File: config.mk
export PLATFORM = sky130hd
export DESIGN_NAME = adc_output_port
export DESIGN_NICKNAME = d
export VERILOG_FILES = /design/src/rtl/adc_port_pkg.sv /design/src/rtl/word_stream_if.sv /design/src/rtl/adc_output_port.sv /design/src/rtl/word_fifo.sv
export SDC_FILE = /design/constraint.sdc
export NUM_CORES = 1
export LEC_CHECK = 0
export ABC_AREA = 0
export BUFFER_PORTS_ARGS = -buffer_cell sky130_fd_sc_hd__buf_2
export CORE_AREA = 4 4 143 145
export CTS_CLUSTER_SIZE = 24
export DETAILED_ROUTE_END_ITERATION = 10
export DIE_AREA = 0 0 147 149
export GPL_ROUTABILITY_DRIVEN = 0
export SLEW_MARGIN = 5
export SYNTH_ARGS = -nofsm -noshare
export SYNTH_HDL_FRONTEND = slang
export SYNTH_SLANG_ARGS = --single-unit
File: constraint.sdc
create_clock -name i_mclk -period 5 [get_ports i_mclk]
set_input_delay 0.5 -clock i_mclk [delete_from_list [all_inputs] [get_ports i_mclk]]
set_output_delay 0.5 -clock i_mclk [all_outputs]
set_load 0.01 [all_outputs]
File: src/rtl/adc_port_pkg.sv
package adc_port_pkg;
  // ---------------------------------------------------------------
  // data format
  // ---------------------------------------------------------------
  localparam int unsigned          WORD_W       = 12;
  localparam logic [WORD_W-1:0]    MID_SCALE    = 12'h800;
  localparam logic [WORD_W-1:0]    WORD_RESET   = 12'h000;
  // ---------------------------------------------------------------
  // timing
  // ---------------------------------------------------------------
  localparam int unsigned          MIN_RATE_MSPS = 40;
  localparam int unsigned          PIPE_LATENCY  = 6;
  localparam int unsigned          FIFO_DEPTH    = 4;
  localparam int unsigned          SYNC_STAGES   = 3;
endpackage

File: src/rtl/word_stream_if.sv
`timescale 1ns/10ps
`default_nettype none
interface word_stream_if #(parameter int unsigned W = 12);
  logic [W-1:0] data;
  logic         valid;
  logic         ready;
  modport src (output data, output valid, input ready);
  modport dst (input data, input valid, output ready);
endinterface
`default_nettype wire

File: src/rtl/adc_output_port.sv
// Operation
// - results leave as 12-bit offset binary, mid-scale is top bit only
// - sustains 40 Msps, one new word per clock
// - sample taken on rising clock edge, one per period
// - enable low drives all twelve data pins with current word
// - enable high releases all data pins to high impedance
// - sleep request high stops conversion, low-power mode
// - sleep request low runs conversions every clock
// - lsb on bit 0, msb on bit 11, same order at capture
`timescale 1ns/10ps
`default_nettype none
module adc_output_port
  import adc_port_pkg::*;
#(
  parameter int unsigned LATENCY = adc_port_pkg::PIPE_LATENCY,
  parameter int unsigned DEPTH   = adc_port_pkg::FIFO_DEPTH
) (
  input  wire logic                          i_mclk,
  input  wire logic                          i_rst_n,
  input  wire logic                          i_ce,
  input  wire logic signed [adc_port_pkg::WORD_W-1:0] i_quant,
  input  wire logic                          i_oe_n,
  input  wire logic                          i_sleep_request,
  output logic [adc_port_pkg::WORD_W-1:0]    o_sample_word,
  output logic [adc_port_pkg::WORD_W-1:0]    o_sample_word_oe,
  output logic                               o_awake
);
  import adc_port_pkg::*;

  // refused early: valid shift needs two stages, fill count fits eight bits
  if (LATENCY < 2 || LATENCY > 64) begin : g_bad_latency
    $error("latency must lie in 2..64");
  end
  if (DEPTH < 2) begin : g_bad_depth
    $error("fifo depth must be at least 2");
  end

  // ---------------------------------------------------------------
  // pin synchronisers, three stages, accept when 2nd and 3rd agree
  // ---------------------------------------------------------------
  logic [SYNC_STAGES-1:0] oe_sync_q;
  logic [SYNC_STAGES-1:0] slp_sync_q;
  logic                   oe_n_q;
  logic                   sleep_q;

  always_ff @(posedge i_mclk or negedge i_rst_n) begin
    if (!i_rst_n) begin
      oe_sync_q  <= '1;
      slp_sync_q <= '1;
    end else if (i_ce) begin
      oe_sync_q  <= {oe_sync_q[SYNC_STAGES-2:0], i_oe_n};
      slp_sync_q <= {slp_sync_q[SYNC_STAGES-2:0], i_sleep_request};
    end
  end

  always_ff @(posedge i_mclk or negedge i_rst_n) begin
    if (!i_rst_n) begin
      oe_n_q  <= 1'b1;
      sleep_q <= 1'b1;
    end else if (i_ce) begin
      if (oe_sync_q[1] == oe_sync_q[2]) begin
        oe_n_q <= oe_sync_q[2];
      end
      if (slp_sync_q[1] == slp_sync_q[2]) begin
        sleep_q <= slp_sync_q[2];
      end
    end
  end

  // ---------------------------------------------------------------
  // sample and pipeline
  // ---------------------------------------------------------------
  logic [WORD_W-1:0] pipe_q [LATENCY];
  logic [LATENCY-1:0] vld_q;
  logic               run;

  assign run = !sleep_q;

  // two's complement quantiser code to offset binary: flip the msb
  always_ff @(posedge i_mclk) begin
    if (i_ce && run) begin
      pipe_q[0] <= {~i_quant[WORD_W-1], i_quant[WORD_W-2:0]};
    end
  end

  genvar g;
  generate
    for (g = 1; g < LATENCY; g++) begin : g_stage
      always_ff @(posedge i_mclk) begin
        if (i_ce && run) begin
          pipe_q[g] <= pipe_q[g-1];
        end
      end
      a_stage_shift : assert property (@(posedge i_mclk) disable iff (!i_rst_n)
        (i_ce && run && vld_q[g-1]) |=> (pipe_q[g] == $past(pipe_q[g-1])))
        else $error("pipeline stage skipped a word");
    end
  endgenerate

  // flush on sleep so no stale word leaks out after wake-up
  always_ff @(posedge i_mclk or negedge i_rst_n) begin
    if (!i_rst_n) begin
      vld_q <= '0;
    end else if (i_ce) begin
      if (!run) begin
        vld_q <= '0;
      end else begin
        vld_q <= {vld_q[LATENCY-2:0], 1'b1};
      end
    end
  end

  // ---------------------------------------------------------------
  // run length since the last wake-up
  // ---------------------------------------------------------------
  // saturates so a long run never wraps and looks like a fresh wake-up
  logic [7:0] fill_q;

  always_ff @(posedge i_mclk or negedge i_rst_n) begin
    if (!i_rst_n) begin
      fill_q <= '0;
    end else if (i_ce) begin
      if (!run) begin
        fill_q <= '0;
      end else if (fill_q != 8'hff) begin
        fill_q <= fill_q + 8'h01;
      end
    end
  end

  // ---------------------------------------------------------------
  // output fifo, drained every clock while awake
  // ---------------------------------------------------------------
  word_stream_if #(.W(WORD_W)) fin ();
  word_stream_if #(.W(WORD_W)) fout ();

  assign fin.data  = pipe_q[LATENCY-1];
  assign fin.valid = vld_q[LATENCY-1] && run;
  assign fout.ready = run;

  word_fifo #(
    .W     (WORD_W),
    .DEPTH (DEPTH)
  ) u_fifo (
    .i_mclk  (i_mclk),
    .i_rst_n (i_rst_n),
    .i_ce    (i_ce),
    .i_flush (!run),
    .wr      (fin),
    .rd      (fout)
  );

  // ---------------------------------------------------------------
  // pin drivers, word held between updates
  // ---------------------------------------------------------------
  always_ff @(posedge i_mclk or negedge i_rst_n) begin
    if (!i_rst_n) begin
      o_sample_word <= WORD_RESET;
    end else if (i_ce && fout.valid && fout.ready) begin
      o_sample_word <= fout.data;
    end
  end

  always_ff @(posedge i_mclk or negedge i_rst_n) begin
    if (!i_rst_n) begin
      o_sample_word_oe <= '0;
    end else if (i_ce) begin
      o_sample_word_oe <= {WORD_W{!oe_n_q}};
    end
  end

  always_ff @(posedge i_mclk or negedge i_rst_n) begin
    if (!i_rst_n) begin
      o_awake <= 1'b0;
    end else if (i_ce) begin
      o_awake <= run;
    end
  end

  // ---------------------------------------------------------------
  // checks
  // ---------------------------------------------------------------
  a_mid_scale_map : assert property (@(posedge i_mclk) disable iff (!i_rst_n)
    (i_ce && run && i_quant == '0) |=> (pipe_q[0] == MID_SCALE))
    else $error("zero code not mapped to mid-scale");

  a_latency_fixed : assert property (@(posedge i_mclk) disable iff (!i_rst_n)
    (i_ce && run && vld_q[LATENCY-2] && !vld_q[LATENCY-1]) |=> vld_q[LATENCY-1] || !run)
    else $error("pipeline valid did not advance");

  a_word_per_clock : assert property (@(posedge i_mclk) disable iff (!i_rst_n)
    (i_ce && run && fout.valid) |=> (o_sample_word == $past(fout.data)))
    else $error("word not presented on the next clock");

  a_drive_on_en : assert property (@(posedge i_mclk) disable iff (!i_rst_n)
    (i_ce && !oe_n_q) |=> (o_sample_word_oe == '1))
    else $error("pins not driven while enabled");

  a_release_on_dis : assert property (@(posedge i_mclk) disable iff (!i_rst_n)
    (i_ce && oe_n_q) |=> (o_sample_word_oe == '0))
    else $error("pins driven while disabled");

  a_sleep_stops : assert property (@(posedge i_mclk) disable iff (!i_rst_n)
    (i_ce && sleep_q) |=> (vld_q == '0 && !o_awake))
    else $error("conversion active in sleep");

  a_awake_runs : assert property (@(posedge i_mclk) disable iff (!i_rst_n)
    (i_ce && !sleep_q) |=> (vld_q[0] && o_awake))
    else $error("no conversion while awake");

  a_word_hold : assert property (@(posedge i_mclk) disable iff (!i_rst_n)
    !i_ce |=> $stable(o_sample_word))
    else $error("word changed with clock enable low");

  a_sample_edge : assert property (@(posedge i_mclk) disable iff (!i_rst_n)
    (i_ce && run) |=> (pipe_q[0][WORD_W-2:0] == $past(i_quant[WORD_W-2:0])))
    else $error("sample not taken on rising edge");

  // ---------------------------------------------------------------
  // checks: pipeline fill and fifo
  // ---------------------------------------------------------------
  a_msb_flipped : assert property (@(posedge i_mclk) disable iff (!i_rst_n)
    (i_ce && run) |=> (pipe_q[0][WORD_W-1] != $past(i_quant[WORD_W-1])))
    else $error("sign bit not inverted into offset binary");

  a_no_early_word : assert property (@(posedge i_mclk) disable iff (!i_rst_n)
    (run && fill_q < 8'(LATENCY)) |-> !fin.valid)
    else $error("word left the pipeline before its latency");

  a_fifo_empty_fill : assert property (@(posedge i_mclk) disable iff (!i_rst_n)
    (run && fill_q <= 8'(LATENCY)) |-> !fout.valid)
    else $error("fifo offered a word before the pipeline filled");

  a_fill_on_time : assert property (@(posedge i_mclk) disable iff (!i_rst_n)
    (i_ce && run && fill_q == 8'(LATENCY - 1)) |=> (fin.valid || !run))
    else $error("first word late out of the pipeline");

  a_stream_steady : assert property (@(posedge i_mclk) disable iff (!i_rst_n)
    (run && fill_q > 8'(LATENCY)) |-> (fin.valid && fout.valid))
    else $error("gap in the word stream while awake");

  a_fifo_drained : assert property (@(posedge i_mclk) disable iff (!i_rst_n)
    fin.valid |-> fin.ready)
    else $error("fifo full, a word would be dropped");

  // ---------------------------------------------------------------
  // checks: sleep, clock enable and pin enables
  // ---------------------------------------------------------------
  a_sleep_flushes : assert property (@(posedge i_mclk) disable iff (!i_rst_n)
    (i_ce && !run) |=> !fout.valid)
    else $error("fifo kept a word across sleep");

  a_sleep_no_word : assert property (@(posedge i_mclk) disable iff (!i_rst_n)
    (i_ce && !run) |=> $stable(o_sample_word))
    else $error("new word presented while asleep");

  a_sleep_no_output : assert property (@(posedge i_mclk) disable iff (!i_rst_n)
    (i_ce && sleep_q) |=> (!fin.valid && !fout.valid))
    else $error("words still moving while asleep");

  a_awake_mirror : assert property (@(posedge i_mclk) disable iff (!i_rst_n)
    i_ce |=> (o_awake == $past(run)))
    else $error("awake flag does not follow the run state");

  a_fill_advances : assert property (@(posedge i_mclk) disable iff (!i_rst_n)
    (i_ce && run) |=> (fill_q != '0))
    else $error("awake clock not counted as a conversion");

  a_word_only_new : assert property (@(posedge i_mclk) disable iff (!i_rst_n)
    (i_ce && !(fout.valid && fout.ready)) |=> $stable(o_sample_word))
    else $error("word changed without a fifo read");

  a_oe_in_sleep : assert property (@(posedge i_mclk) disable iff (!i_rst_n)
    (i_ce && sleep_q && !oe_n_q) |=> (o_sample_word_oe == '1))
    else $error("sleep released the enabled pins");

  a_release_while_awake : assert property (@(posedge i_mclk) disable iff (!i_rst_n)
    (i_ce && run && oe_n_q) |=> (o_sample_word_oe == '0 && o_awake))
    else $error("release disturbed conversion or left pins driven");

  a_oe_filter : assert property (@(posedge i_mclk) disable iff (!i_rst_n)
    (i_ce && oe_sync_q[1] != oe_sync_q[2]) |=> $stable(oe_n_q))
    else $error("enable accepted before two stages agreed");

  a_sleep_filter : assert property (@(posedge i_mclk) disable iff (!i_rst_n)
    (i_ce && slp_sync_q[1] != slp_sync_q[2]) |=> $stable(sleep_q))
    else $error("sleep accepted before two stages agreed");

  a_ce_freeze : assert property (@(posedge i_mclk) disable iff (!i_rst_n)
    !i_ce |=> ($stable(o_sample_word_oe) && $stable(o_awake) && $stable(vld_q)))
    else $error("state moved with clock enable low");

  // ---------------------------------------------------------------
  // checks: per-bit lanes and enables
  // ---------------------------------------------------------------
  for (g = 0; g < WORD_W; g++) begin : g_bit_check
    a_bit_lane : assert property (@(posedge i_mclk) disable iff (!i_rst_n)
      (i_ce && fout.valid && fout.ready) |=> (o_sample_word[g] == $past(fout.data[g])))
      else $error("data bit left its lane");
    a_bit_enable : assert property (@(posedge i_mclk) disable iff (!i_rst_n)
      o_sample_word_oe[g] == o_sample_word_oe[0])
      else $error("pin enables differ between bits");
  end
endmodule
`default_nettype wire

File: src/rtl/word_fifo.sv
`timescale 1ns/10ps
`default_nettype none
module word_fifo #(
  parameter int unsigned W     = 12,
  parameter int unsigned DEPTH = 4
) (
  input  wire logic      i_mclk,
  input  wire logic      i_rst_n,
  input  wire logic      i_ce,
  input  wire logic      i_flush,
  word_stream_if.dst     wr,
  word_stream_if.src     rd
);
  localparam int unsigned AW = $clog2(DEPTH);
  if (DEPTH < 2 || (DEPTH & (DEPTH - 1)) != 0) begin : g_bad_depth
    $error("depth must be a power of two >= 2");
  end

  logic [W-1:0]  mem [DEPTH];
  logic [AW:0]   wp_q;
  logic [AW:0]   rp_q;
  logic          full;
  logic          empty;

  // ---------------------------------------------------------------
  // pointers, extra bit tells full from empty
  // ---------------------------------------------------------------
  assign empty    = (wp_q == rp_q);
  assign full     = (wp_q[AW-1:0] == rp_q[AW-1:0]) && (wp_q[AW] != rp_q[AW]);
  assign wr.ready = !full;
  assign rd.valid = !empty;
  assign rd.data  = mem[rp_q[AW-1:0]];

  always_ff @(posedge i_mclk or negedge i_rst_n) begin
    if (!i_rst_n) begin
      wp_q <= '0;
    end else if (i_ce) begin
      if (i_flush) begin
        wp_q <= '0;
      end else if (wr.valid && !full) begin
        wp_q <= wp_q + 1'b1;
      end
    end
  end

  always_ff @(posedge i_mclk or negedge i_rst_n) begin
    if (!i_rst_n) begin
      rp_q <= '0;
    end else if (i_ce) begin
      if (i_flush) begin
        rp_q <= '0;
      end else if (rd.ready && !empty) begin
        rp_q <= rp_q + 1'b1;
      end
    end
  end

  always_ff @(posedge i_mclk) begin
    if (i_ce && !i_flush && wr.valid && !full) begin
      mem[wp_q[AW-1:0]] <= wr.data;
    end
  end

  a_fifo_no_overrun : assert property (@(posedge i_mclk) disable iff (!i_rst_n)
    full |-> ##1 (wp_q == $past(wp_q) || $past(i_flush) || !$past(i_ce)))
    else $error("fifo write pointer moved while full");
endmodule
`default_nettype wire

==> flow_summary.yaml, run 1 <==
outcome:
  status: "complete, no violations"
logic_synthesis:
  synth_area_leader_cell: "edfxtp_1"
  synth_edf_count: 120
  yosys_warnings: 0
  synthAdderAreaFrac_pct: 1.102
  postSynth.asyncResetShare_pct: 21.57
  synthMuxAreaShare_pct: 9.832
  ys_ff_latch: 153
  synthSimpleGateAreaFrac_pct: 2.293
  synth.yosys.seq_area_share_pct: 78.22
  synth-xor-area-share_pct: 1.190
  synthTopCellsByCount: "120 x edfxtp_1, 25 x dfrtp_1, 16 x inv_1, 11 x buf_4, 11 x mux2_2"
  synth_top_area_share_pct: 63.49
  synth_most_common_cell: "edfxtp_1"
  synthCells: 279
  synth-compound-area-share_pct: 3.549
  syn_avg_cell_area_um2: 20.34
  synthTopCellsByArea: "edfxtp_1 63%, dfrtp_1 11%, mux4_1 4.2%"
  yosys_most_used_dff: "edfxtp_1"
  synth_nets: 301
  synth_cell_types: 37
  syn_area_um2: 5675
  synth_top_family_by_area: "multiplexers"
placement:
  numPortBuffers: 41
  place_ws_ps: 1998
  hpwlAfterDp_um: 4693
finish:
  fill_cells: 1785
  drive_above_1_share_pct: 32.43
  area_growth_pct: 16.89
  final-seq-area_um2: 4439
  diodes: 0
  fin_nets: 342
  multi_input_area_um2: 1037
  final_core_util_pct: 34.54
clocking:
  cts-resized-gates: 0
  cts_made_buffers: 17
  cts_buffer_depth: 2
  cts.sink_count: 153
  clk_pin_slew_ps: 60
  htree_levels: 4
  post_cts_buffers: 0
  root_buffer: "clkbuf_16"
  clk_latency_ps: 410
  hold_buffers: 0
  cts_tree: "done"
timing:
  timing.final.ws_setup_ps: 2131
  setup_viol: 0
  fin_crit_ps: 2869
  finalCritPeriodShare_pct: 57.38
  finClkSkew_ps: 6.954
  rsz0062_at_grt: "false"
  hold_viol_final: 0
  drv_slew: 0
  slew-limit-headroom_pct: 24.06
  worst_slew_pin_slew_ps: 1135
  fmax_ghz: 0.3486
  tns_ps: 0
global_route:
  grt_util_all_layers_pct: 7.816
  antenna_found_initial: 0
  grt_pass1_vias: 2518
  grt_max_degree: 73
  grt_pass1_wl_um: 13240
  grt_overflow_total: 0
power:
  p_total_w: 0.003669
  max-vdd-ir-drop_uv: 239.4
  p_leak_nw: 2.362
  p_per_area_nw_per_um2: 553.1
routing:
  post-route-drc-count: 0
  firstDrtPassIters: 4
  post_drt_wl_per_cell_um: 13.48
  drt_wl_total_um: 8062
  ant_nets: 0
  drtIter0Drc: 190
  via_per_inst: 4.089
  vias: 2445
critical_path:
  slowest_stage: "nor2_1"
  crit_type: "flop to flop"
  cpLargestDelayFamily: "simple AND/OR/NAND/NOR gates"
  cp-end-kind: "flop"
  reg2regPathDepth: 3
  critPathLaunchType: "flop"
  critical_path_required_ps: 5020
  cp_cell_sequence: "xor2_1 > o311ai_0 > nor2_1"
  critical_path_depth: 3
  cp.buffers_inverters: 0
  path_max_fanout: 16
  cp.arrival_ps: 2890
  slowest_delay_ps: 920
run:
  cap_violations: 0
hold_path:
  hold_path.class: "input port to async pin"
floorplan:
  die-area_um2: 21900
  initial_utilization_pct: 29.55
  core_area_um2: 19210
  core.rowCount: 51
  dieWidth_um: 147
  die_y_um: 149
  ioPinCount: 42
## metal layers
metal	GRT usage [%]	part of all wire, %	vias up	routed length [µm]
met5	0	0	-	0
met4	2.656	0.89	0	72
met3	3.160	4.9	8	393
met2	12.93	49	56	3985
met1	9.339	45	1223	3610
li1	-	-	1158	-
## through the flow
| stage | area (µm²) | hold slack (ps) | instances |
|---|---|---|---|
| final | 6634 | 151.1 | 598 |
| after global routing | 6634 | 202.5 | 598 |
| after CTS | 6623 | 170.8 | 598 |
| after detailed placement | 6070 | 404.5 | 566 |
| after global placement | 6070 | 401.0 | 566 |
| after floorplan | 5675 | 204.4 | 279 |
## cell families (layout without fill, tap and decap cells)
logic type / count (synthesis) / count (layout)
XOR/XNOR: 6 / 6
multiplexers: 32 / 32
flip-flops: 153 / 153
AO/OA/AOI/OAI: 26 / 26
buffers and inverters: 36 / 90
AND/OR/NAND/NOR: 21 / 21
adder cells (fa/ha/maj): 5 / 5
## area by class of cell
class                   count  area share, %
multi-input cells          90          15.64
clock buffers              19          6.526
inverters                  16         0.9053
well taps                 265          4.998
clock inverters            13          1.811
flip-flops and latches    153          66.92
repair buffers             42          3.206
## sequential cells by signal, summed over array words and instances (netlist names), 3 cells and up
signal and cells:
o_sample_word 12, oe_sync_q 3, pipe_q 72, slp_sync_q 3, u_fifo.mem 48, u_fifo.rp_q 3
u_fifo.wp_q 3, vld_q 6
## path summary, 6_finish.rpt
path | startpoint | endpoint | slack (ps)
setup / recovery | u_fifo.rp_q[0] | u_fifo.mem[2][3] | 2130
hold / removal | i_rst_n | vld_q[1] | 150
setup reg to reg | u_fifo.rp_q[0] | u_fifo.mem[2][3] | 2130
hold reg to reg | pipe_q[0][8] | pipe_q[1][8] | 420
max in group asynchronous | i_rst_n | o_sample_word[1] | 4380
min in group i_mclk | i_quant[4] | pipe_q[0][4] | 260
## power by group
group / total (W) / switching (W) / internal (W)
combinational: 0.000671 / 0.000340 / 0.000331
clock: 0.00119 / 0.000500 / 0.000690
sequential: 0.00181 / 0.000174 / 0.00163
total: 0.00367 / 0.00101 / 0.00266
## cells in the final DEF, fill, tap and decap left out, drive strengths merged
master      n
mux4       12
and3b       1
a311o       1
mux2i       1
dfstp       8
a31oi       3
clkinvlp    3
bufinv      1
a21oi       4
xor2        3
o41ai       1
a311oi      1
mux2       19
xnor2       3
buf        42
nor3b       2
o31a        1
inv        20
nand3b      4
o21ai       5
nand2b      6
a22o        1
edfxtp    120
clkbuf     19
clkinv      5
dfrtp      25
or3b        1
ha          5
or2b        1
o22ai       1
o311ai      8
nor2        5
nand2       1
Note: power is estimated with default switching activity, not from simulation.
==> inputs of run 2 (changes only) <==
clock period = 2.8 ns   (was 5 ns; I/O delays follow)
==> run 2 against run 1 <==
Against the previous run:
- total power rose by 88%
- via count rose by 3.5%
- fmax rose by 20%
- largest power group unchanged
==> flow_summary.yaml, run 2 (same netlist as run 1, synthesis figures left out) <==
critical_path:
  cp-end-kind: "flop"
  slowest_stage: "nor2_1"
  path_max_fanout: 12
  slowest_delay_ps: 890
  critPathLaunchType: "flop"
  worstReg2RegStart: "u_fifo.rp_q[2]"
  cp.arrival_ps: 2420
  startpoint: "u_fifo.rp_q[2]"
  cpLargestDelayFamily: "simple AND/OR/NAND/NOR gates"
  critical_path_required_ps: 2830
  cp_cell_sequence: "xnor2_1 > o311ai_1 > nor2_1"
  crit_type: "flop to flop"
  cp.buffers_inverters: 0
routing:
  post-route-drc-count: 0
  post_drt_wl_per_cell_um: 12.99
  vias: 2530
  drtIter0Drc: 179
  drt_wl_total_um: 7844
  ant_nets: 0
  firstDrtPassIters: 5
  via_per_inst: 4.189
finish:
  layout_commonest_cell: "edfxtp_1"
  largest_reg_flops: 72
  fin_nets: 348
  final-seq-area_um2: 4439
  drive_above_1_share_pct: 33.92
  fill_cells: 1784
  area_growth_pct: 19.07
  multi_input_area_um2: 1026
  final_cell_mix: "120 x edfxtp_1, 41 x buf_2, 25 x dfrtp_1, 17 x clkbuf_16, 15 x inv_1"
  diodes: 0
  regMostFlops: "pipe_q"
global_route:
  grt_pass1_vias: 2611
  grt_util_all_layers_pct: 7.851
  grt_pass1_wl_um: 13180
  grt_overflow_total: 0
  grt_max_degree: 73
  antenna_found_initial: 0
clocking:
  htree_levels: 4
  clk_latency_ps: 420
  clk_pin_slew_ps: 60
  root_buffer: "clkbuf_16"
  cts.sink_count: 153
  post_cts_buffers: 0
  cts_buffer_depth: 2
  cts-resized-gates: 0
  cts_tree: "done"
  cts_made_buffers: 17
timing:
  setup_viol: 0
  rsz0062_at_grt: "false"
  slew-limit-headroom_pct: 24.96
  finClkSkew_ps: 9.617
  finalCritPeriodShare_pct: 85.51
  tns_ps: 0
  hold_viol_final: 0
  timing.final.ws_setup_ps: 405.6
  fin_crit_ps: 2394
  fmax_ghz: 0.4176
  drv_slew: 0
  worst_slew_pin_slew_ps: 1121
power:
  seq_power_share_pct: 45.6
  p_total_w: 0.006896
  clockPowerShare_pct: 35.3
  power_switching_w: 0.001831
  switching_share_pct: 26.55
  p_leak_nw: 2.430
  combPwrFrac_pct: 19.1
  internal_power_w: 0.005065
  max-vdd-ir-drop_uv: 428.9
  p_per_area_nw_per_um2: 1020
floorplan:
  ioPinCount: 42
  core.rowCount: 51
  core_area_um2: 19210
  die-area_um2: 21900
  die_y_um: 149
  initial_utilization_pct: 29.55
  dieWidth_um: 147
placement:
  hpwlAfterDp_um: 4792
  place_ws_ps: 359.8
  numPortBuffers: 41
hold_path:
  hp-start: "i_quant[0]"
  hold_path.class: "input port to flop"
outcome:
  status: "complete, no violations"
run:
  cap_violations: 0
## run 2: changes by cell type in the layout (fill, tap and decap cells not counted), moves of 2 or more
cell	change
buf_4	+5
inv_6	+4
bufinv_16	+3
clkinv_2	-2
## run 2: path summary, 6_finish.rpt
kind | slack (ps) | cells past startpoint | endpoint
worst max-delay path | 410 | 3 | u_fifo.mem[1][5]
worst min register to register | 410 | 0 | pipe_q[4][8]
max in group asynchronous | 1860 | 2 | o_sample_word[6]
min in group asynchronous | 470 | 2 | vld_q[0]
worst min-delay path | 40 | 1 | pipe_q[0][0]
worst max register to register | 410 | 3 | u_fifo.mem[1][5]
## run 2: layout make-up
type	instances	share of cell area [%]
clock buffer	18	6.351
clock inverter	14	3.074
inverter	16	0.9443
multi-input combinational	90	15.18
sequential	153	65.69
tap	265	4.906
timing repair buffer	48	3.851
## run 2: what timing repair did
item	CTS	global route
endpoints found under the hold margin	25	0
endpoints found under the setup margin	0	0
hold buffers	1	0
## run 2: layer usage
layer	GRT usage, %	vias to the layer above	share of wire (%)
met1	9.225	1266	43
met4	4.101	0	2.5
met5	0	-	0
li1	-	1174	-
met2	12.72	71	49
met3	2.826	19	4.9
## run 2: stage by stage
step | utilization [%] | area, µm² | hold WS (ps) | cells
finish | 35.18 | 6758 | 35.60 | 604
global route | 35.18 | 6758 | 17.26 | 604
CTS | 35.18 | 6758 | 15.90 | 604
detailed placement | 31.82 | 6111 | 396.4 | 571
global placement | 31.82 | 6111 | 377.8 | 571
floorplan | - | 5679 | -15.59 | 279
## run 2: power by group through the flow
stage | clock network (W) | logic (W) | registers (W)
finish | 0.00243 | 0.00132 | 0.00314
global route | 0.00262 | 0.00145 | 0.00319
CTS | 0.00250 | 0.00135 | 0.00315
detailed placement | 0 | 0.00134 | 0.00319
global placement | 0 | 0.00131 | 0.00317
floorplan | 0 | 0.00101 | 0.00318
